==> src/core/scas_pkg.sv <==
package scas_pkg;

  // ----------------------------------------
  // register offsets and field positions
  // ----------------------------------------
  localparam logic [7:0]  REG_TARGET_ADDR = 8'h40;
  localparam logic [7:0]  REG_OFFSET_CTRL = 8'h42;
  localparam logic [7:0]  REG_LFZ_IDX1_4  = 8'h62;
  localparam logic [7:0]  REG_LFZ_IDX0    = 8'h64;
  localparam int          OFFDIS_BIT      = 6;
  localparam int          LFZ_IDX0_LSB    = 12;
  localparam int          LFZ_FIELD_PITCH = 4;

  // ----------------------------------------
  // values after reset
  // ----------------------------------------
  localparam logic [6:0]  RST_BASE_ADDR   = 7'h10;
  localparam logic        RST_OFFDIS      = 1'b0;
  localparam logic [2:0]  RST_LFZ_CAP [5] = '{3'h0, 3'h1, 3'h3, 3'h5, 3'h7};

  // ----------------------------------------
  // strap decode and image store layout
  // ----------------------------------------
  localparam logic [3:0]  MAX_PIN_OFFSET  = 4'h4;
  localparam logic [15:0] HDR_ADDR        = 16'h0000;
  localparam int          PTR_LSB         = 8;
  localparam logic [15:0] IMG_FIRST_ADDR  = 16'h0001;
  localparam logic [15:0] IMG_STRIDE      = 16'h0005;
  localparam logic [2:0]  IMG_DATA_WORDS  = 3'h4;
  localparam logic [15:0] CRC_POLY        = 16'h1021;
  localparam logic [15:0] CRC_INIT        = 16'hFFFF;

  // current-limit strap code to filter-zero index
  localparam logic [2:0]  CURRENT_LIMIT_STRAP_PIN_LFZ_IDX [16] = '{
    3'h0, 3'h4, 3'h2, 3'h0, 3'h1, 3'h1, 3'h2, 3'h2,
    3'h3, 3'h4, 3'h1, 3'h3, 3'h2, 3'h3, 3'h1, 3'h3};

  typedef enum logic [4:0] {
    LD_IDLE  = 5'b00001,
    LD_HDR   = 5'b00010,
    LD_WORDS = 5'b00100,
    LD_DONE  = 5'b01000,
    LD_FAIL  = 5'b10000
  } scas_ld_e;

endpackage

==> src/core/scas_if.sv <==
`timescale 1ns/100ps
`default_nettype none

// link between register core and image loader
interface scas_if;
  logic        strap_valid;
  logic [3:0]  strap_code;
  logic        mem_req;
  logic [15:0] mem_addr;
  logic        mem_ack;
  logic [15:0] mem_data;
  logic        wr_valid;
  logic [1:0]  wr_idx;
  logic [15:0] wr_data;
  logic        done;
  logic        crc_fail;

  modport loader (
    input  strap_valid, strap_code, mem_ack, mem_data,
    output mem_req, mem_addr, wr_valid, wr_idx, wr_data, done, crc_fail
  );
  modport core (
    output strap_valid, strap_code, mem_ack, mem_data,
    input  mem_req, mem_addr, wr_valid, wr_idx, wr_data, done, crc_fail
  );
endinterface

`default_nettype wire

==> src/core/scas_loader.sv <==
`timescale 1ns/100ps
`default_nettype none

module scas_loader
  import scas_pkg::*;
(
  // clock and reset
  input  wire logic i_clock,
  input  wire logic i_rstn,
  // core side
  scas_if.loader    ifc
);

  typedef struct packed {
    scas_ld_e    st;
    logic        req;
    logic [15:0] addr;
    logic [2:0]  cnt;
    logic [15:0] crc;
    logic        wr;
    logic [1:0]  widx;
    logic [15:0] wdata;
  } scas_ld_s;

  scas_ld_s q, d;

  // ----------------------------------------
  // crc over one 16-bit word, msb first
  // ----------------------------------------
  function automatic logic [15:0] crc_step(input logic [15:0] c, input logic [15:0] w);
    logic [15:0] r;
    r = c;
    for (int i = 15; i >= 0; i--) begin
      r = (r[15] ^ w[i]) ? ((r << 1) ^ CRC_POLY) : (r << 1);
    end
    return r;
  endfunction

  logic [5:0] hdr_ptr;
  logic [3:0] hdr_cnt;
  logic [5:0] img_idx;
  assign hdr_ptr = ifc.mem_data[PTR_LSB +: 6];
  assign hdr_cnt = ifc.mem_data[3:0];
  // single image: pointer names latest image; multi: pointer plus strap code
  assign img_idx = (hdr_cnt > 4'h1) ? 6'(hdr_ptr + {2'b00, ifc.strap_code}) : hdr_ptr;

  // ----------------------------------------
  // load sequence
  // ----------------------------------------
  always_comb begin
    d    = q;
    d.wr = 1'b0;
    unique case (q.st)
      LD_IDLE: begin
        if (ifc.strap_valid) begin
          d.st   = LD_HDR;
          d.req  = 1'b1;
          d.addr = HDR_ADDR;
        end
      end
      LD_HDR: begin
        if (ifc.mem_ack) begin
          d.st   = LD_WORDS;
          d.cnt  = 3'h0;
          d.crc  = CRC_INIT;
          d.addr = 16'(IMG_FIRST_ADDR + 16'(img_idx) * IMG_STRIDE);
        end
      end
      LD_WORDS: begin
        if (ifc.mem_ack) begin
          if (q.cnt < IMG_DATA_WORDS) begin
            d.wr    = 1'b1;
            d.widx  = q.cnt[1:0];
            d.wdata = ifc.mem_data;
            d.crc   = crc_step(q.crc, ifc.mem_data);
            d.cnt   = 3'(q.cnt + 3'h1);
            d.addr  = 16'(q.addr + 16'h0001);
          end else begin
            d.req = 1'b0;
            // mismatch parks the loader; regulator never starts
            d.st  = (ifc.mem_data == q.crc) ? LD_DONE : LD_FAIL;
          end
        end
      end
      LD_DONE: d.req = 1'b0;
      LD_FAIL: d.req = 1'b0;
    endcase
  end

  always_ff @(posedge i_clock or negedge i_rstn) begin
    if (!i_rstn) begin
      q <= '{st: LD_IDLE, default: '0};
    end else begin
      q <= d;
    end
  end

  assign ifc.mem_req  = q.req;
  assign ifc.mem_addr = q.addr;
  assign ifc.wr_valid = q.wr;
  assign ifc.wr_idx   = q.widx;
  assign ifc.wr_data  = q.wdata;
  assign ifc.done     = (q.st == LD_DONE);
  assign ifc.crc_fail = (q.st == LD_FAIL);
endmodule

`default_nettype wire

==> src/core/scas_top.sv <==
// Functional notes
// - filter zero capacitance settable 1 to 8 pF in 1 pF steps via 3-bit field
// - strap-chosen filter zero leaves the overcurrent threshold selection untouched
// - per-index fields replace default capacitance for filter-zero indices zero to four
// - address strap decodes to sixteen codes, short zero, open fifteen
// - strap offset applies to the target address of both I2C and PMBus
// - at power-up, with a multi-image store, strap code chooses one of sixteen stored images
// - pin-derived address offset limited to at most four
// - single-image store loads the most recently programmed image regardless of strap
// - multi-image store loads the image indexed by the strap code
// - offset-disable bit set makes the device ignore the strap offset
// - with offset disabled, target address equals the seven-bit base field
// - offsets of five or more only reachable with the disable bit set
// - stored configuration copied, crc checked, regulator held off on failure
// - multi-image start pointer and image count come from the header word
`timescale 1ns/100ps
`default_nettype none

module scas_top
  import scas_pkg::*;
(
  // clock and reset
  input  wire logic        i_clock,
  input  wire logic        i_rstn,
  // strap comparator outputs, thermometer coded
  input  wire logic [14:0] i_strap_select_pin,
  input  wire logic [14:0] i_current_limit_strap_pin,
  // register port from the bus engine
  input  wire logic        i_reg_wr,
  input  wire logic        i_reg_rd,
  input  wire logic [7:0]  i_reg_addr,
  input  wire logic [15:0] i_reg_wdata,
  output logic [15:0]      o_reg_rdata,
  output logic             o_reg_rvalid,
  // rewritable image store read port
  output logic             o_mem_req,
  output logic [15:0]      o_mem_addr,
  input  wire logic        i_mem_ack,
  input  wire logic [15:0] i_mem_data,
  // operating outputs
  output logic [6:0]       o_target_addr,
  output logic [2:0]       o_loop_filter_zero_cap,
  output logic [3:0]       o_overcurrent_limit_sel,
  output logic             o_load_done,
  output logic             o_crc_fail,
  output logic             o_regulator_en
);

  typedef struct packed {
    logic            strap_taken;
    logic [3:0]      strap_code;
    logic [3:0]      current_limit_strap_pin_code;
    logic [6:0]      base_addr;
    logic            offdis;
    logic [4:0][2:0] lfz;
    logic [6:0]      target;
    logic [2:0]      cap;
    logic [3:0]      overcurrent_limit;
    logic [15:0]     rdata;
    logic            rvalid;
    logic            done;
    logic            fail;
    logic            run;
  } scas_core_s;

  scas_core_s q, d;
  scas_if     ifc ();

  // ----------------------------------------
  // strap thermometer to code
  // ----------------------------------------
  // more thresholds tripped means a larger resistor; short gives zero
  function automatic logic [3:0] therm2code(input logic [14:0] t);
    logic [3:0] r;
    r = 4'h0;
    for (int i = 0; i < 15; i++) begin
      r = 4'(r + {3'b000, t[i]});
    end
    return r;
  endfunction

  logic [3:0] pin_offset;
  logic [2:0] lfz_idx;
  // clamp keeps pin offset inside the customer-programmable span;
  // a larger offset needs the disable bit and a base written by the host
  // clamping here rather than in the image keeps single and multi image alike
  assign pin_offset = (q.strap_code > MAX_PIN_OFFSET) ? MAX_PIN_OFFSET : q.strap_code;
  assign lfz_idx    = CURRENT_LIMIT_STRAP_PIN_LFZ_IDX[q.current_limit_strap_pin_code];

  // ----------------------------------------
  // register file and operating state
  // ----------------------------------------
  always_comb begin
    d        = q;
    d.rvalid = 1'b0;
    // strap levels caught once, the first cycle after reset release
    if (!q.strap_taken) begin
      d.strap_taken = 1'b1;
      d.strap_code  = therm2code(i_strap_select_pin);
      d.current_limit_strap_pin_code   = therm2code(i_current_limit_strap_pin);
    end
    // image contents land first; bus writes refused until load completes
    if (ifc.wr_valid) begin
      unique case (ifc.wr_idx)
        2'h0: d.base_addr = ifc.wr_data[6:0];
        2'h1: d.offdis    = ifc.wr_data[OFFDIS_BIT];
        2'h2: begin
          for (int k = 1; k < 5; k++) begin
            d.lfz[k] = ifc.wr_data[(k-1)*LFZ_FIELD_PITCH +: 3];
          end
        end
        2'h3: d.lfz[0] = ifc.wr_data[LFZ_IDX0_LSB +: 3];
      endcase
    end else if (i_reg_wr && q.done) begin
      if (i_reg_addr == REG_TARGET_ADDR) begin
        d.base_addr = i_reg_wdata[6:0];
      end
      if (i_reg_addr == REG_OFFSET_CTRL) begin
        d.offdis = i_reg_wdata[OFFDIS_BIT];
      end
      if (i_reg_addr == REG_LFZ_IDX1_4) begin
        for (int k = 1; k < 5; k++) begin
          d.lfz[k] = i_reg_wdata[(k-1)*LFZ_FIELD_PITCH +: 3];
        end
      end
      if (i_reg_addr == REG_LFZ_IDX0) begin
        d.lfz[0] = i_reg_wdata[LFZ_IDX0_LSB +: 3];
      end
    end
    // read mux; unmapped and reserved bits read zero
    if (i_reg_rd) begin
      d.rvalid = 1'b1;
      d.rdata  = 16'h0000;
      if (i_reg_addr == REG_TARGET_ADDR) begin
        d.rdata[6:0] = q.base_addr;
      end
      if (i_reg_addr == REG_OFFSET_CTRL) begin
        d.rdata[OFFDIS_BIT] = q.offdis;
      end
      if (i_reg_addr == REG_LFZ_IDX1_4) begin
        for (int k = 1; k < 5; k++) begin
          d.rdata[(k-1)*LFZ_FIELD_PITCH +: 3] = q.lfz[k];
        end
      end
      if (i_reg_addr == REG_LFZ_IDX0) begin
        d.rdata[LFZ_IDX0_LSB +: 3] = q.lfz[0];
      end
    end
    // one target address serves both I2C and PMBus ports
    d.target = q.offdis ? q.base_addr : 7'(q.base_addr + {3'b000, pin_offset});
    // capacitance code n means n+1 pF
    d.cap    = q.lfz[lfz_idx];
    d.overcurrent_limit    = q.current_limit_strap_pin_code;
    d.done   = ifc.done;
    d.fail   = ifc.crc_fail;
    d.run    = ifc.done && !ifc.crc_fail;
  end

  // state register; reset loads only constants so release is clean
  // the strap flag clears here, so every reset re-reads both straps
  always_ff @(posedge i_clock or negedge i_rstn) begin
    if (!i_rstn) begin
      q        <= '0;
      q.base_addr <= RST_BASE_ADDR;
      q.offdis <= RST_OFFDIS;
      for (int k = 0; k < 5; k++) begin
        q.lfz[k] <= RST_LFZ_CAP[k];
      end
    end else begin
      q <= d;
    end
  end

  // ----------------------------------------
  // loader and port wiring
  // ----------------------------------------
  // loader waits for the latched strap so the image index never
  // sees a comparator still settling
  assign ifc.strap_valid = q.strap_taken;
  assign ifc.strap_code  = q.strap_code;
  assign ifc.mem_ack     = i_mem_ack;
  assign ifc.mem_data    = i_mem_data;

  scas_loader u_loader (
    .i_clock (i_clock),
    .i_rstn  (i_rstn),
    .ifc     (ifc.loader)
  );

  assign o_reg_rdata             = q.rdata;
  assign o_reg_rvalid            = q.rvalid;
  assign o_mem_req               = ifc.mem_req;
  assign o_mem_addr              = ifc.mem_addr;
  assign o_target_addr           = q.target;
  assign o_loop_filter_zero_cap  = q.cap;
  assign o_overcurrent_limit_sel = q.overcurrent_limit;
  assign o_load_done             = q.done;
  assign o_crc_fail              = q.fail;
  assign o_regulator_en          = q.run;
endmodule

`default_nettype wire

==> config.mk <==
export PLATFORM = sky130hd
export DESIGN_NAME = scas_top
export DESIGN_NICKNAME = d
export VERILOG_FILES = /design/src/core/scas_pkg.sv /design/src/core/scas_if.sv /design/src/core/scas_loader.sv /design/src/core/scas_top.sv
export SDC_FILE = /design/constraint.sdc
export NUM_CORES = 1
export LEC_CHECK = 0
export BUFFER_PORTS_ARGS = -buffer_cell sky130_fd_sc_hd__buf_4
export CORE_UTILIZATION = 55
export CTS_BUF_LIST = sky130_fd_sc_hd__clkbuf_2
export CTS_CLUSTER_SIZE = 25
export DETAILED_ROUTE_END_ITERATION = 7
export PLACE_DENSITY = 0.85
export SLEW_MARGIN = 30
export SYNTH_ARGS = -nofsm -noshare
export SYNTH_HDL_FRONTEND = slang
export SYNTH_SLANG_ARGS = --single-unit
==> constraint.sdc <==
create_clock -name i_clock -period 4.63 [get_ports i_clock]
set_clock_uncertainty 0.15 [all_clocks]
set_input_delay 0.6945 -clock i_clock [delete_from_list [all_inputs] [get_ports i_clock]]
set_output_delay 0.6945 -clock i_clock [all_outputs]
set_load 0.005 [all_outputs]
Word-level counts from Yosys, hierarchy flattened
Memories as Yosys holds them, arrays and structs flattened.
Index checks and enable logic that the tools add are counted.
{"block": "word_totals", "wordCells": 196, "inputBits": 75, "regBits": 123, "out_inout_bits": 51, "n_memories": 1, "romBits": 48}
{"memory": "(no name shown)", "words": 16, "word_bits": 3, "rd": 1, "rd_ports_with_merged_regs": 0, "wr": 0, "line_no": "scas_top.sv:88", "source": "assign lfz_idx = CURRENT_LIMIT_STRAP_PIN_LFZ_IDX[q.current_limit_strap_pin_code];"}
{"block": "op_classes", "n_mux": 53, "n_eq_ne": 22, "multipliers": 1, "n_lt_le_gt_ge": 5, "n_reduce_logical": 22, "n_addsub": 33, "n_bitwise": 33}
{"cell": "13-bit 2-to-1 mux", "n": 16}
{"cell": "4-bit by 1-bit adder with 4-bit output", "n": 22}
{"cell": "60-bit 2-to-1 mux", "n": 1}
{"cell": "54-bit 2-to-1 mux", "n": 1}
{"cell": "3-bit inverter", "n": 16}
{"cell": "16-bit one-hot mux with 3 select lines", "n": 1}
{"cell": "23-bit 2-to-1 mux", "n": 2}
{"cell": "19-bit one-hot mux with 2 select lines", "n": 1}
{"cell": "35-bit 2-to-1 mux", "n": 1}
{"cell": "8-bit by 7-bit == test with 1-bit output, second input constant", "n": 4}
{"cell": "3-bit 2-to-1 mux", "n": 10}
{"cell": "7-bit 2-to-1 mux", "n": 4}
{"cell": "12-bit 2-to-1 mux", "n": 2}
{"cell": "22-bit 2-to-1 mux", "n": 1}
{"cell": "19-bit 2-to-1 mux", "n": 1}
{"cell": "16-bit by 1-bit adder with 16-bit output, second input constant", "n": 1}
{"cell": "16-bit == test", "n": 1}
{"cell": "2-bit != test, second input constant", "n": 8}
{"cell": "1-bit bitwise XOR", "n": 16}
{"cell": "5-bit one-hot mux with 3 select lines", "n": 1}
{"cell": "3-bit AND reduction", "n": 5}
{"cell": "6-bit 2-to-1 mux", "n": 2}
{"cell": "2-bit nonzero test", "n": 6}
{"cell": "1-bit by 9-bit adder with 10-bit output, first input constant", "n": 1}
{"cell": "33 further kinds", "n": 45}

Longest topological paths before layout
Gate-level depths: netlist (run 1).
{"block": "depth", "ltp_word": 35, "depth_mapped": 14, "depth_no_buf": 14}

Hierarchy
Synthesis (run 1) repeated with hierarchy kept, for this count alone.
{"block": "hier_totals", "cells_unflattened": 813, "area_unflattened_um2": 8013.9}
{"mod": "scas_loader", "area_per_inst_um2": 4040.1, "n_inst": 1, "seq_area_each_um2": 1502.7, "cells_each": 454}
{"mod": "scas_top", "area_per_inst_um2": 3973.8, "n_inst": 1, "seq_area_each_um2": 1587.8, "cells_each": 359}

Worst setup path after synthesis (run 1)
Ideal clock, no wire load.
{"block": "synth_path", "kind": "input port to flip-flop", "start": "input port i_current_limit_strap_pin[0]", "end": "register q (netlist bit d[21])", "path_buffers": 0, "required_ns": 4.355, "path_stages": 9, "setup_ns": 0.125, "path_slack_ns": 0.576, "arrival_time_ns": 3.779, "path_cell_list": "inv_1 fa_1 fa_1 fa_1 fa_1 inv_1 fa_1 fa_1 mux2_2"}
{"block": "synth_via", "elab_chain_len": 14}
{"item": "start: declaration", "line_no": "scas_top.sv:27", "source": "input wire logic [14:0] i_current_limit_strap_pin,"}
{"item": "1-bit by 1-bit adder with 2-bit output", "line_no": "scas_top.sv:77", "source": "r = 4'(r + {3'b000, t[i]});"}
{"item": "2-bit by 1-bit adder with 3-bit output", "line_no": "scas_top.sv:77"}
{"item": "3-bit by 1-bit adder with 4-bit output", "line_no": "scas_top.sv:77"}
{"item": "4-bit by 1-bit adder with 4-bit output (11 in series)", "line_no": "scas_top.sv:77"}
{"item": "end: declaration", "line_no": "scas_top.sv:66", "source": "scas_core_s q, d;"}
No other way between the ends.
A chain may end at the register's enable or synchronous reset.

Worst setup path after layout (run 1)
{"block": "layout_path", "start": "input port i_mem_data[8]", "end": "register u_loader.q (netlist bit u_loader.ifc.mem_addr[7])"}
{"block": "layout_via", "elab_chain_len": 6}
{"item": "start: declaration", "line_no": "scas_top.sv:39", "source": "input wire logic [15:0] i_mem_data,"}
{"item": "6-bit by 4-bit adder with 6-bit output", "line_no": "scas_loader.sv:45", "source": "assign img_idx = (hdr_cnt > 4'h1) ? 6'(hdr_ptr + {2'b00, ifc.strap_code}) : hdr_ptr;"}
{"item": "6-bit 2-to-1 mux (*)", "line_no": "scas_loader.sv:45"}
{"item": "6-bit by 3-bit multiplier with 9-bit output (*)", "line_no": "scas_loader.sv:66", "source": "d.addr = 16'(IMG_FIRST_ADDR + 16'(img_idx) * IMG_STRIDE);"}
{"item": "1-bit by 9-bit adder with 10-bit output (*)", "line_no": "scas_loader.sv:66"}
{"item": "35-bit 2-to-1 mux (*)", "line_no": "scas_loader.sv:62", "source": "if (ifc.mem_ack) begin"}
{"item": "16-bit one-hot mux with 3 select lines (*)", "line_no": "scas_loader.sv:53", "source": "unique case (q.st)"}
{"item": "end signal: assignment", "line_no": "scas_loader.sv:92", "source": "q <= '{st: LD_IDLE, default: '0};"}
{"item": "end signal: assignment", "line_no": "scas_loader.sv:94", "source": "q <= d;"}
{"item": "end: declaration", "line_no": "scas_loader.sv:25", "source": "scas_ld_s q, d;"}
Mark *: on every way between the ends. The rest lies on a longest branch, timed or not. The select of a mux whose other input is x is not followed.

==> impl_metrics.ini, run 1 <==
[status]
status = finished, final reports clean

[placement]
place_inst = 1009
dp_hpwl_um = 12300
portBuffers = 119
postPlaceCellArea_um2 = 8300
place.gp.congestion = 0.856
place_ws_ns = 0.398

[critical_path]
crit_required_ns = 5.12
setup.worst_path.class = in -> reg
worstPathMaxFanout = 4
cp_slowest_stage_delay_ns = 0.55
path_cells = dlygate4sd3_1 -> buf_4 -> ha_1 -> a21o_1 -> a21oi_1 -> xnor2_1 -> mux2i_1 -> inv_1 -> ha_1 -> ha_1 -> a21o_1 -> a21oi_1 -> o21bai_1 -> a21oi_1 -> xnor3_1 -> a221o_1
cp_slowest_cell = dlygate4sd3_1
start_kind = input port
arrival_ns = 4.32
critPathBufInv = 3
endpoint_kind = flip-flop
critPathTopFamily = compound AO/OA/AOI/OAI gates

[power]
cellPowerDensity_nw_per_um2 = 630
finalPower_mw = 5.45
leakagePower_nw = 4.12
peakVddDrop_mv = 0.354

[final_layout]
syn2layout_area_growth_pct = 13.6
fill_cells = 1075
layout_commonest_cell = buf_4
drive_gt1_share_pct = 22.7
instances_no_fill = 1051
post-route-util_pct = 64.8
final_cell_mix = 123 x buf_4, 109 x dfrtp_1, 85 x nand2_1, 64 x inv_1, 54 x nor2_1
fin_nets = 987
n_antenna_cell = 0
final_area_um2 = 8640

[timing]
fin_tns_setup_ns = 0
period_minus_slack_ns = 3.83
timing.fmax_mhz = 261
hold_viol = 0
drv_slew = 0
whs_ns = 0.0626
setup-violations-final = 0
period_share_pct = 82.7
rsz0062_at_grt = false
fin_ws_ns = 0.799
worst_pin_slew_ns = 0.929
relSlewSlack_pct = 38.1

[detailed_routing]
wl_met1_um = 6980
drt-pass1-iter-count = 5
drtAntennaViolNets = 0
vias = 5775
drc = 0
routed.top_layer = met4
wl_met2_um = 8150
routed_wl_um = 16600
viasPerCell = 5.49
wl_met3_um = 921
route.detailed.wl_per_inst_um = 15.8
drt_iter0_markers = 439

[synth]
netlist_area_um2 = 7610
synth_cell_type_count = 54
syn_area_per_cell_um2 = 9.74
synth-async-reset-ratio_pct = 100
seq_area_frac_synth_pct = 39.3
ys_seq_elements = 119
synth_warnings = 0
synth_edf_count = 0
postSynthCellCount = 781
synthFlopType = dfrtp_1

[clocking]
cts_tree = done
cts_buffers = 17
cts.clk_slew.worst_paths_ns = 0.19
cts_sinks = 119
clk_latency_ns = 0.74
cts-root-buf = clkbuf_2
clockBufferDepth = 2
h-tree-depth = 4

[floorplanning]
die-area_um2 = 14300
num_rows = 42
die_w_um = 120
dieHeight_um = 120
ios = 126
core_um2 = 13300
initial_core_util_pct = 57.0

[hold_path]
hp-class = in -> reg

[global_route]
grt_pass1_wl_um = 27400
grt_max_degree = 49
grt_pass1_vias = 5691
grt_usage_pct = 24.7
antenna_found_initial = 0
grt_remaining_overflow = 0

[run]
cap_violations = 0
[layer usage]
layer	track usage [%]	up-vias
met2	40.6	199
met5	0	-
met1	30.7	2792
met3	6.46	43
li1	-	2741
met4	10.9	0
[path summary, 6_finish.rpt]
check	start	end	slack [ns]	cells past startpoint
setup / recovery	i_mem_data[8]	u_loader.ifc.mem_addr[7]	0.80	16
hold / removal	i_mem_data[6]	u_loader.ifc.wr_data[6]	0.06	3
setup reg to reg	ifc.strap_code[1]	u_loader.ifc.mem_addr[7]	0.91	14
hold reg to reg	u_loader.ifc.wr_data[6]	u_loader.ifc.wr_data[6]	0.35	2
max in group asynchronous	i_rstn	q[45]	3.03	3
min in group asynchronous	i_rstn	o_loop_filter_zero_cap[2]	0.33	2
[cells by family after synthesis]
kind of cell	Yosys count	synth area share [%]
AO/OA/AOI/OAI	158	12.7
XOR/XNOR	72	11.0
adder cells (fa/ha/maj)	50	10.4
buffers and inverters	139	9.31
flip-flops	119	39.3
multiplexers	39	5.44
other	2	0.0987
AND/OR/NAND/NOR	202	11.8
[worst reg2reg max path: cells and delay by family, from the launching register on]
kind	cells	cell delay (ns)
AOI/OAI and AO/OA	7	1.40
xor gates and xnor gates	2	0.34
adders and majority gates	3	0.98
buffers and inverters	1	0.10
DFF	1	0.49
muxes	1	0.18
[power breakdown]
group | switching, mW | internal, mW
registers | 0.348 | 1.41
logic | 1.44 | 1.56
clock network | 0.463 | 0.217
total | 2.25 | 3.20
[repair_timing]
item                      in CTS  in global routing
resized for setup              0                  0
hold buffers                  10                  0
hold endpoints to repair      50                  0
buffers inserted               0                  0
[state kept, by name, summed over array words and instances (netlist names), 2 cells and up]
register	flops
d	4
u_loader.q	24
u_loader.ifc.wr_data	13
u_loader.ifc.wr_idx	2
o_loop_filter_zero_cap	3
o_overcurrent_limit_sel	4
o_reg_rdata	13
q	23
ifc.strap_code	4
o_target_addr	7
u_loader.ifc.mem_addr	16
[synth_stat cells, types with 11 or more instances]
library cell  number  share of area (%)
a21oi_1           45                3.0
a22o_1            11                1.3
buf_4             48                4.7
clkbuf_1          21                1.0
dfrtp_1          109                 36
fa_1              22                5.8
ha_1              28                4.6
inv_1             64                3.2
mux2_2            19                2.8
mux2i_1           20                2.6
nand2_1           85                4.2
nand3_1           17                1.1
nor2_1            54                2.7
o21ai_0           50                3.3
xnor2_1           42                4.8
xor2_1            15                1.7
[layout make-up]
type | instances | area (um2) | share of cell area (%)
flip-flops and latches | 119 | 2990 | 34.6
repair buffers | 133 | 1020 | 11.8
clock buffers | 17 | 85.1 | 0.984
multi-input cells | 526 | 3920 | 45.4
clock inverters | 15 | 156 | 1.81
inverters | 65 | 244 | 2.82
well taps | 176 | 220 | 2.55
(Power assumes the default switching activity.)
==> run 2, diff against run 1 <==
Settings changed: ABC_AREA set to 1, CORE_UTILIZATION 55 to 54, PLACE_DENSITY 0.85 to 0.87.
Clock period 4.63 ns to 3.3 ns, I/O delays scaled along.
==> run 2 against run 1 <==
Effect of this change: the flow now finishes with violations (DRC); critical path type unchanged; wire length is 17% higher; global-route usage is 2.5 points higher; die area is 6.7% higher; critical path depth is 3 lower; critical endpoint is now ifc.strap_code[1]; hold slack worse by 0.029 ns; synthesized area is 4.9% higher; sequential share of layout area is 2.9 points lower; largest cell class unchanged; setup slack worse by 0.72 ns; sequential power is 3% lower; total power is 7.3% lower.
==> impl_metrics.ini, run 2 <==
[power]
leakagePower_nw = 4.92
clock_power_share_pct = 17.2
p_sw_share_pct = 40.3
power_frac_seq_pct = 33.9
peakVddDrop_mv = 0.348
finalPower_mw = 5.05
intPower_mw = 3.01
p_sw_mw = 2.03
combPwrFrac_pct = 49.0
cellPowerDensity_nw_per_um2 = 535

[global_route]
grt_usage_pct = 27.2
grt_max_degree = 66
grt_pass1_wl_um = 32100
antenna_found_initial = 0
grt_remaining_overflow = 0
grt_pass1_vias = 7017

[detailed_routing]
drc = 2
viasPerCell = 5.35
vias = 7173
drtAntennaViolNets = 0
drt_iter0_markers = 639
routed_wl_um = 19400
drt-pass1-iter-count = 8
route.detailed.wl_per_inst_um = 14.4

[synth]
seq_area_frac_synth_pct = 37.5
synth-async-reset-ratio_pct = 100
synth.most_common_cell = nand2_1
yosysTopAreaCell = dfrtp_1
ys_seq_elements = 119
netlist_area_um2 = 7980
synth_warnings = 0
synth_top_cell_area_share_pct = 34.2
synthFlopType = dfrtp_1
synth_edf_count = 0
postSynthCellCount = 1021
syn_area_per_cell_um2 = 7.82
synth_area_leaders = dfrtp_1 34%, nand2_1 13%, inv_1 7.6%
synthTopCellsByCount = 266 x nand2_1, 162 x inv_1, 109 x dfrtp_1, 75 x o21ai_0, 53 x nand3_1
synth_cell_type_count = 51

[critical_path]
arrival_ns = 3.74
setup.worst_path.class = in -> reg
worstPathMaxFanout = 2
rr_endpoint = u_loader.ifc.mem_addr[8]
crit_required_ns = 3.81
rrSetupSlack_ns = 0.24
rr_worst_depth = 19
start_kind = input port
endpoint_kind = flip-flop
rr_startpoint = ifc.strap_code[0]

[floorplanning]
num_rows = 44
die_w_um = 124
dieHeight_um = 124
core_um2 = 14500
die-area_um2 = 15300
ios = 126
initial_core_util_pct = 55.1

[hold_path]
hp-class = in -> reg
holdPathStages = 4
min_to = d[20]
hold_start = i_current_limit_strap_pin[2]

[status]
violations = DRC
status = finished with violations

[placement]
postPlaceCellArea_um2 = 8830
place.gp.congestion = 0.915
portBuffers = 119
dp_hpwl_um = 14400

[timing]
whs_ns = 0.0339
hold_viol = 0
period_share_pct = 97.6
fin_tns_setup_ns = 0
relSlewSlack_pct = 43.2
worst_pin_slew_ns = 0.851
timing.fmax_mhz = 310
period_minus_slack_ns = 3.22
drv_slew = 0
setup-violations-final = 0

[clocking]
cts_tree = done
clockBufferDepth = 2
cts_sinks = 119
h-tree-depth = 4
cts.clk_slew.worst_paths_ns = 0.20
clk_latency_ns = 0.72
cts_buffers = 17
cts-root-buf = clkbuf_2

[final_layout]
final_area_um2 = 9430
fin_nets = 1269
largest_reg_flops = 24
n_antenna_cell = 0
seq_area_um2 = 2990
layout_commonest_cell = nand2_1
post-route-util_pct = 65.1
drive_gt1_share_pct = 20.1
regMostFlops = u_loader.q
multiInputGateArea_um2 = 4020
syn2layout_area_growth_pct = 18.1
fill_cells = 1179
final_cell_mix = 266 x nand2_1, 158 x inv_1, 135 x buf_4, 109 x dfrtp_1, 69 x o21ai_0

[run]
cap_violations = 0
## run 2: changes by cell type after synthesis, moves of 9 or more
cell / change
a21oi_1: -18
a22o_1: -10
clkbuf_1: -14
inv_1: +98
mux2_2: -19
mux2i_1: -20
nand2_1: +181
nand3_1: +36
nor2_1: -11
o21ai_0: +25
o22ai_1: +9
xnor2_1: -30
xor2_1: +10
## run 2: what timing repair did
| item | 4_1_cts | 5_1_grt |
|---|---|---|
| hold buffers | 32 | 0 |
| resized for setup | 0 | 12 |
| endpoints found under the setup margin | 0 | 6 |
| setup buffers | 0 | 0 |
| hold endpoints to repair | 116 | 0 |
## run 2: kinds of logic (layout without fill, tap and decap cells)
| kind of cell | after synthesis | count (layout) | synth area share (%) |
|---|---|---|---|
| adder cells (fa/ha/maj) | 50 | 50 | 9.91 |
| other | 2 | 5 | 0.0941 |
| buffers and inverters | 232 | 365 | 13.5 |
| AO/OA/AOI/OAI | 160 | 160 | 11.7 |
| XOR/XNOR | 38 | 38 | 4.26 |
| flip-flops | 119 | 119 | 37.5 |
| AND/OR/NAND/NOR | 420 | 420 | 23.1 |
## run 2: how the worst max path moves through the flow
stage / startpoint / to / slack, ns / cells after the start
after floorplan: i_strap_select_pin[0] / ifc.strap_code[1] / -0.46 / 12
after global placement: i_strap_select_pin[0] / ifc.strap_code[1] / -0.64 / 13
after detailed placement: i_strap_select_pin[0] / ifc.strap_code[1] / -0.66 / 13
after CTS: ifc.strap_code[0] / u_loader.ifc.mem_addr[8] / 0.03 / 19
after global routing: ifc.strap_code[0] / u_loader.ifc.mem_addr[8] / -0.007 / 19
final: i_strap_select_pin[0] / ifc.strap_code[1] / 0.08 / 13
## run 2: per-stage QoR
step           instances  setup WS (ns)
6_report            1341         0.0779
5_1_grt             1341       -0.00699
4_1_cts             1342         0.0289
3_5_place_dp        1278         -0.662
3_3_place_gp        1278         -0.637
2_1_floorplan       1024         -0.462
## run 2: area by class of cell
| cell class | instances | share of cell area (%) |
|---|---|---|
| clock buffer | 20 | 1.06 |
| inverter | 166 | 6.78 |
| sequential | 119 | 31.7 |
| multi-input combinational | 673 | 42.6 |
| tap | 184 | 2.44 |
| timing repair buffer | 167 | 14.3 |
| clock inverter | 12 | 1.14 |
## run 2: power by group through the flow
stage	logic (mW)	clock network [mW]	registers, mW
5_1_grt	2.83	0.943	1.73
2_1_floorplan	1.58	0	1.70
4_1_cts	2.25	0.871	1.71
3_3_place_gp	2.09	0	1.73
3_5_place_dp	2.19	0	1.73
6_report	2.47	0.865	1.71
## run 2: critical path, cell delays in order
cell and delay (ns):
buf_4 0.11, inv_8 0.03, fa_1 0.52, inv_1 0.05, fa_1 0.47, fa_1 0.52
inv_1 0.06, fa_1 0.48, inv_1 0.05, fa_2 0.35, inv_2 0.06, fa_2 0.42
o21ai_1 0.12
## run 2: routing by layer
layer	routed length, um	part of all wire, %	global-route usage [%]	vias up
met4	606	3.1	11.0	0
met3	1220	6.3	4.80	53
met2	9670	50	47.2	295
met1	7850	41	33.4	3384
li1	-	-	-	3441
met5	0	0	0	-
==> run 3, diff against run 2 <==
Settings changed: CORE_ASPECT_RATIO set to 2, PLACE_DENSITY 0.87 to 0.77.
==> run 3 against run 2 <==
Effect of this change: the run now ends clean; cell area is 0.38% higher; final cell count is 0.97% higher; sequential power hardly changed; critical path depth stayed put; setup slack worse by 0.025 ns; global-route usage is 1.4 points higher; fmax is 0.77% lower; sequential share of layout area is 0.12 points lower; total power is 1.3% higher; combinational power is 4% lower; clock power is 19% higher; largest cell class unchanged.
==> impl_metrics.ini, run 3 (synthesis gave the netlist of run 2 again) <==
[final_layout]
largest_reg_flops = 24
syn2layout_area_growth_pct = 18.6
multiInputGateArea_um2 = 3960
post-route-util_pct = 65.6
fill_cells = 1285
seq_area_um2 = 2990
layout_commonest_cell = nand2_1
regMostFlops = u_loader.q
fin_nets = 1273
final_cell_mix = 266 x nand2_1, 157 x inv_1, 139 x buf_4, 109 x dfrtp_1, 67 x o21ai_0
drive_gt1_share_pct = 19.7

[detailed_routing]
viasPerCell = 5.32
drc = 0
vias = 7197
drtAntennaViolNets = 0
drt_iter0_markers = 377
route.detailed.wl_per_inst_um = 15.0
routed_wl_um = 20300
drt-pass1-iter-count = 5

[critical_path]
arrival_ns = 3.71
rr_endpoint = u_loader.ifc.mem_addr[5]
rrSetupSlack_ns = 0.25
rr_worst_depth = 16
setup.worst_path.class = in -> reg
cp_slowest_stage_delay_ns = 0.54
path_cells = buf_6 -> inv_8 -> fa_1 -> inv_2 -> fa_1 -> fa_1 -> inv_1 -> fa_1 -> inv_1 -> fa_2 -> inv_2 -> fa_2 -> o21ai_1
rr_startpoint = ifc.strap_code[2]
worstPathMaxFanout = 2
critPathTopFamily = adder cells
endpoint_kind = flip-flop
cp-startpoint = i_strap_select_pin[0]
critical_path.most_common_cell = fa_1
start_kind = input port
cp_slowest_cell = fa_1
crit_required_ns = 3.77
critPathBufInv = 6

[global_route]
antenna_found_initial = 1
grt_remaining_overflow = 0
grt_max_degree = 68
grt_usage_pct = 28.6
grt_pass1_wl_um = 33300
grt_pass1_vias = 7295

[clocking]
cts_buffers = 17
cts_sinks = 119
cts-root-buf = clkbuf_2
clk_latency_ns = 0.67
clockBufferDepth = 2
cts.clk_slew.worst_paths_ns = 0.19
h-tree-depth = 4
cts_tree = done

[placement]
dp_hpwl_um = 15800
portBuffers = 119
place.gp.congestion = 0.987

[floorplanning]
dieHeight_um = 174
initial_core_util_pct = 55.3
num_rows = 62
die_w_um = 88.0
die-area_um2 = 15300
core_um2 = 14400
ios = 126

[hold_path]
hp-class = in -> reg
hold_start = i_strap_select_pin[4]
min_to = ifc.strap_code[0]
holdPathStages = 4

[power]
intPower_mw = 3.09
combPwrFrac_pct = 46.5
clock_power_share_pct = 20.1
p_sw_mw = 2.02
cellPowerDensity_nw_per_um2 = 540
leakagePower_nw = 4.97
peakVddDrop_mv = 0.289
p_sw_share_pct = 39.6
power_frac_seq_pct = 33.3
finalPower_mw = 5.11

[timing]
worst_pin_slew_ns = 0.892
setup-violations-final = 0
period_share_pct = 98.4
period_minus_slack_ns = 3.25
fin_tns_setup_ns = 0
drv_slew = 0
hold_viol = 0
relSlewSlack_pct = 40.0
timing.fmax_mhz = 308
rsz0062_at_grt = false

[status]
status = finished, final reports clean

[run]
cap_violations = 0
==> run 3: worst max-delay path by stage <==
| stage | cells after the start | endpoint |
|---|---|---|
| 2_1_floorplan | 12 | ifc.strap_code[1] |
| 6_report | 13 | ifc.strap_code[1] |
| 3_3_place_gp | 13 | ifc.strap_code[1] |
| 3_5_place_dp | 13 | ifc.strap_code[1] |
| 5_1_grt | 20 | u_loader.ifc.mem_addr[8] |
| 4_1_cts | 13 | ifc.strap_code[1] |
==> run 3: power by group through the flow <==
| stage | clock network (mW) | logic (mW) | registers [mW] |
|---|---|---|---|
| after floorplan | 0 | 1.58 | 1.70 |
| after global placement | 0 | 2.15 | 1.73 |
| after detailed placement | 0 | 2.24 | 1.73 |
| after CTS | 1.06 | 2.28 | 1.70 |
| after global routing | 1.11 | 2.70 | 1.73 |
| final | 1.03 | 2.38 | 1.70 |
==> run 3: per-layer routing <==
| metal | track usage (%) | share of wire [%] | wire length (um) | vias up |
|---|---|---|---|---|
| li1 | - | - | - | 3447 |
| met1 | 26.7 | 32 | 6580 | 3396 |
| met2 | 53.8 | 56 | 11500 | 263 |
| met3 | 3.85 | 4.3 | 868 | 91 |
| met4 | 20.8 | 7.0 | 1430 | 0 |
| met5 | 0 | 0 | 0 | - |
==> run 3: final cells by class <==
class                           count  share of cell area [%]
Sequential cell                   119                    31.6
Multi-Input combinational cell    673                    41.9
Timing Repair Buffer              171                    14.4
Inverter                          166                    6.76
Tap cell                          192                    2.54
Clock buffer                       18                   0.952
Antenna cell                        1                  0.0264
Clock inverter                     14                    1.84
==> run 3: metrics by stage <==
step	instance area [um2]	setup slack, ns	hold slack [ns]	instances
after detailed placement	8860	-0.695	0.266	1291
after global routing	9460	0.00173	0.0207	1354
final	9460	0.0527	0.0696	1354
after floorplan	8020	-0.462	0.0494	1024
after CTS	9430	0.0635	0.0168	1353
after global placement	8860	-0.621	0.254	1291
==> run 3: worst register-to-register path: cells and delay by family, from the launching register on <==
family	cells	cell delay [ns]
compound gates	4	0.42
xor+xnor	2	0.37
fa+ha+maj	3	0.99
buf+inv	1	0.09
flops	1	0.46
simple gates	6	0.48
==> run 3: timing repair <==
action	4_1_cts	5_1_grt
setup buffers	0	0
gates resized for setup	0	9
endpoints found under the setup margin	0	6
endpoints found under the hold margin	107	0
hold buffers	30	0
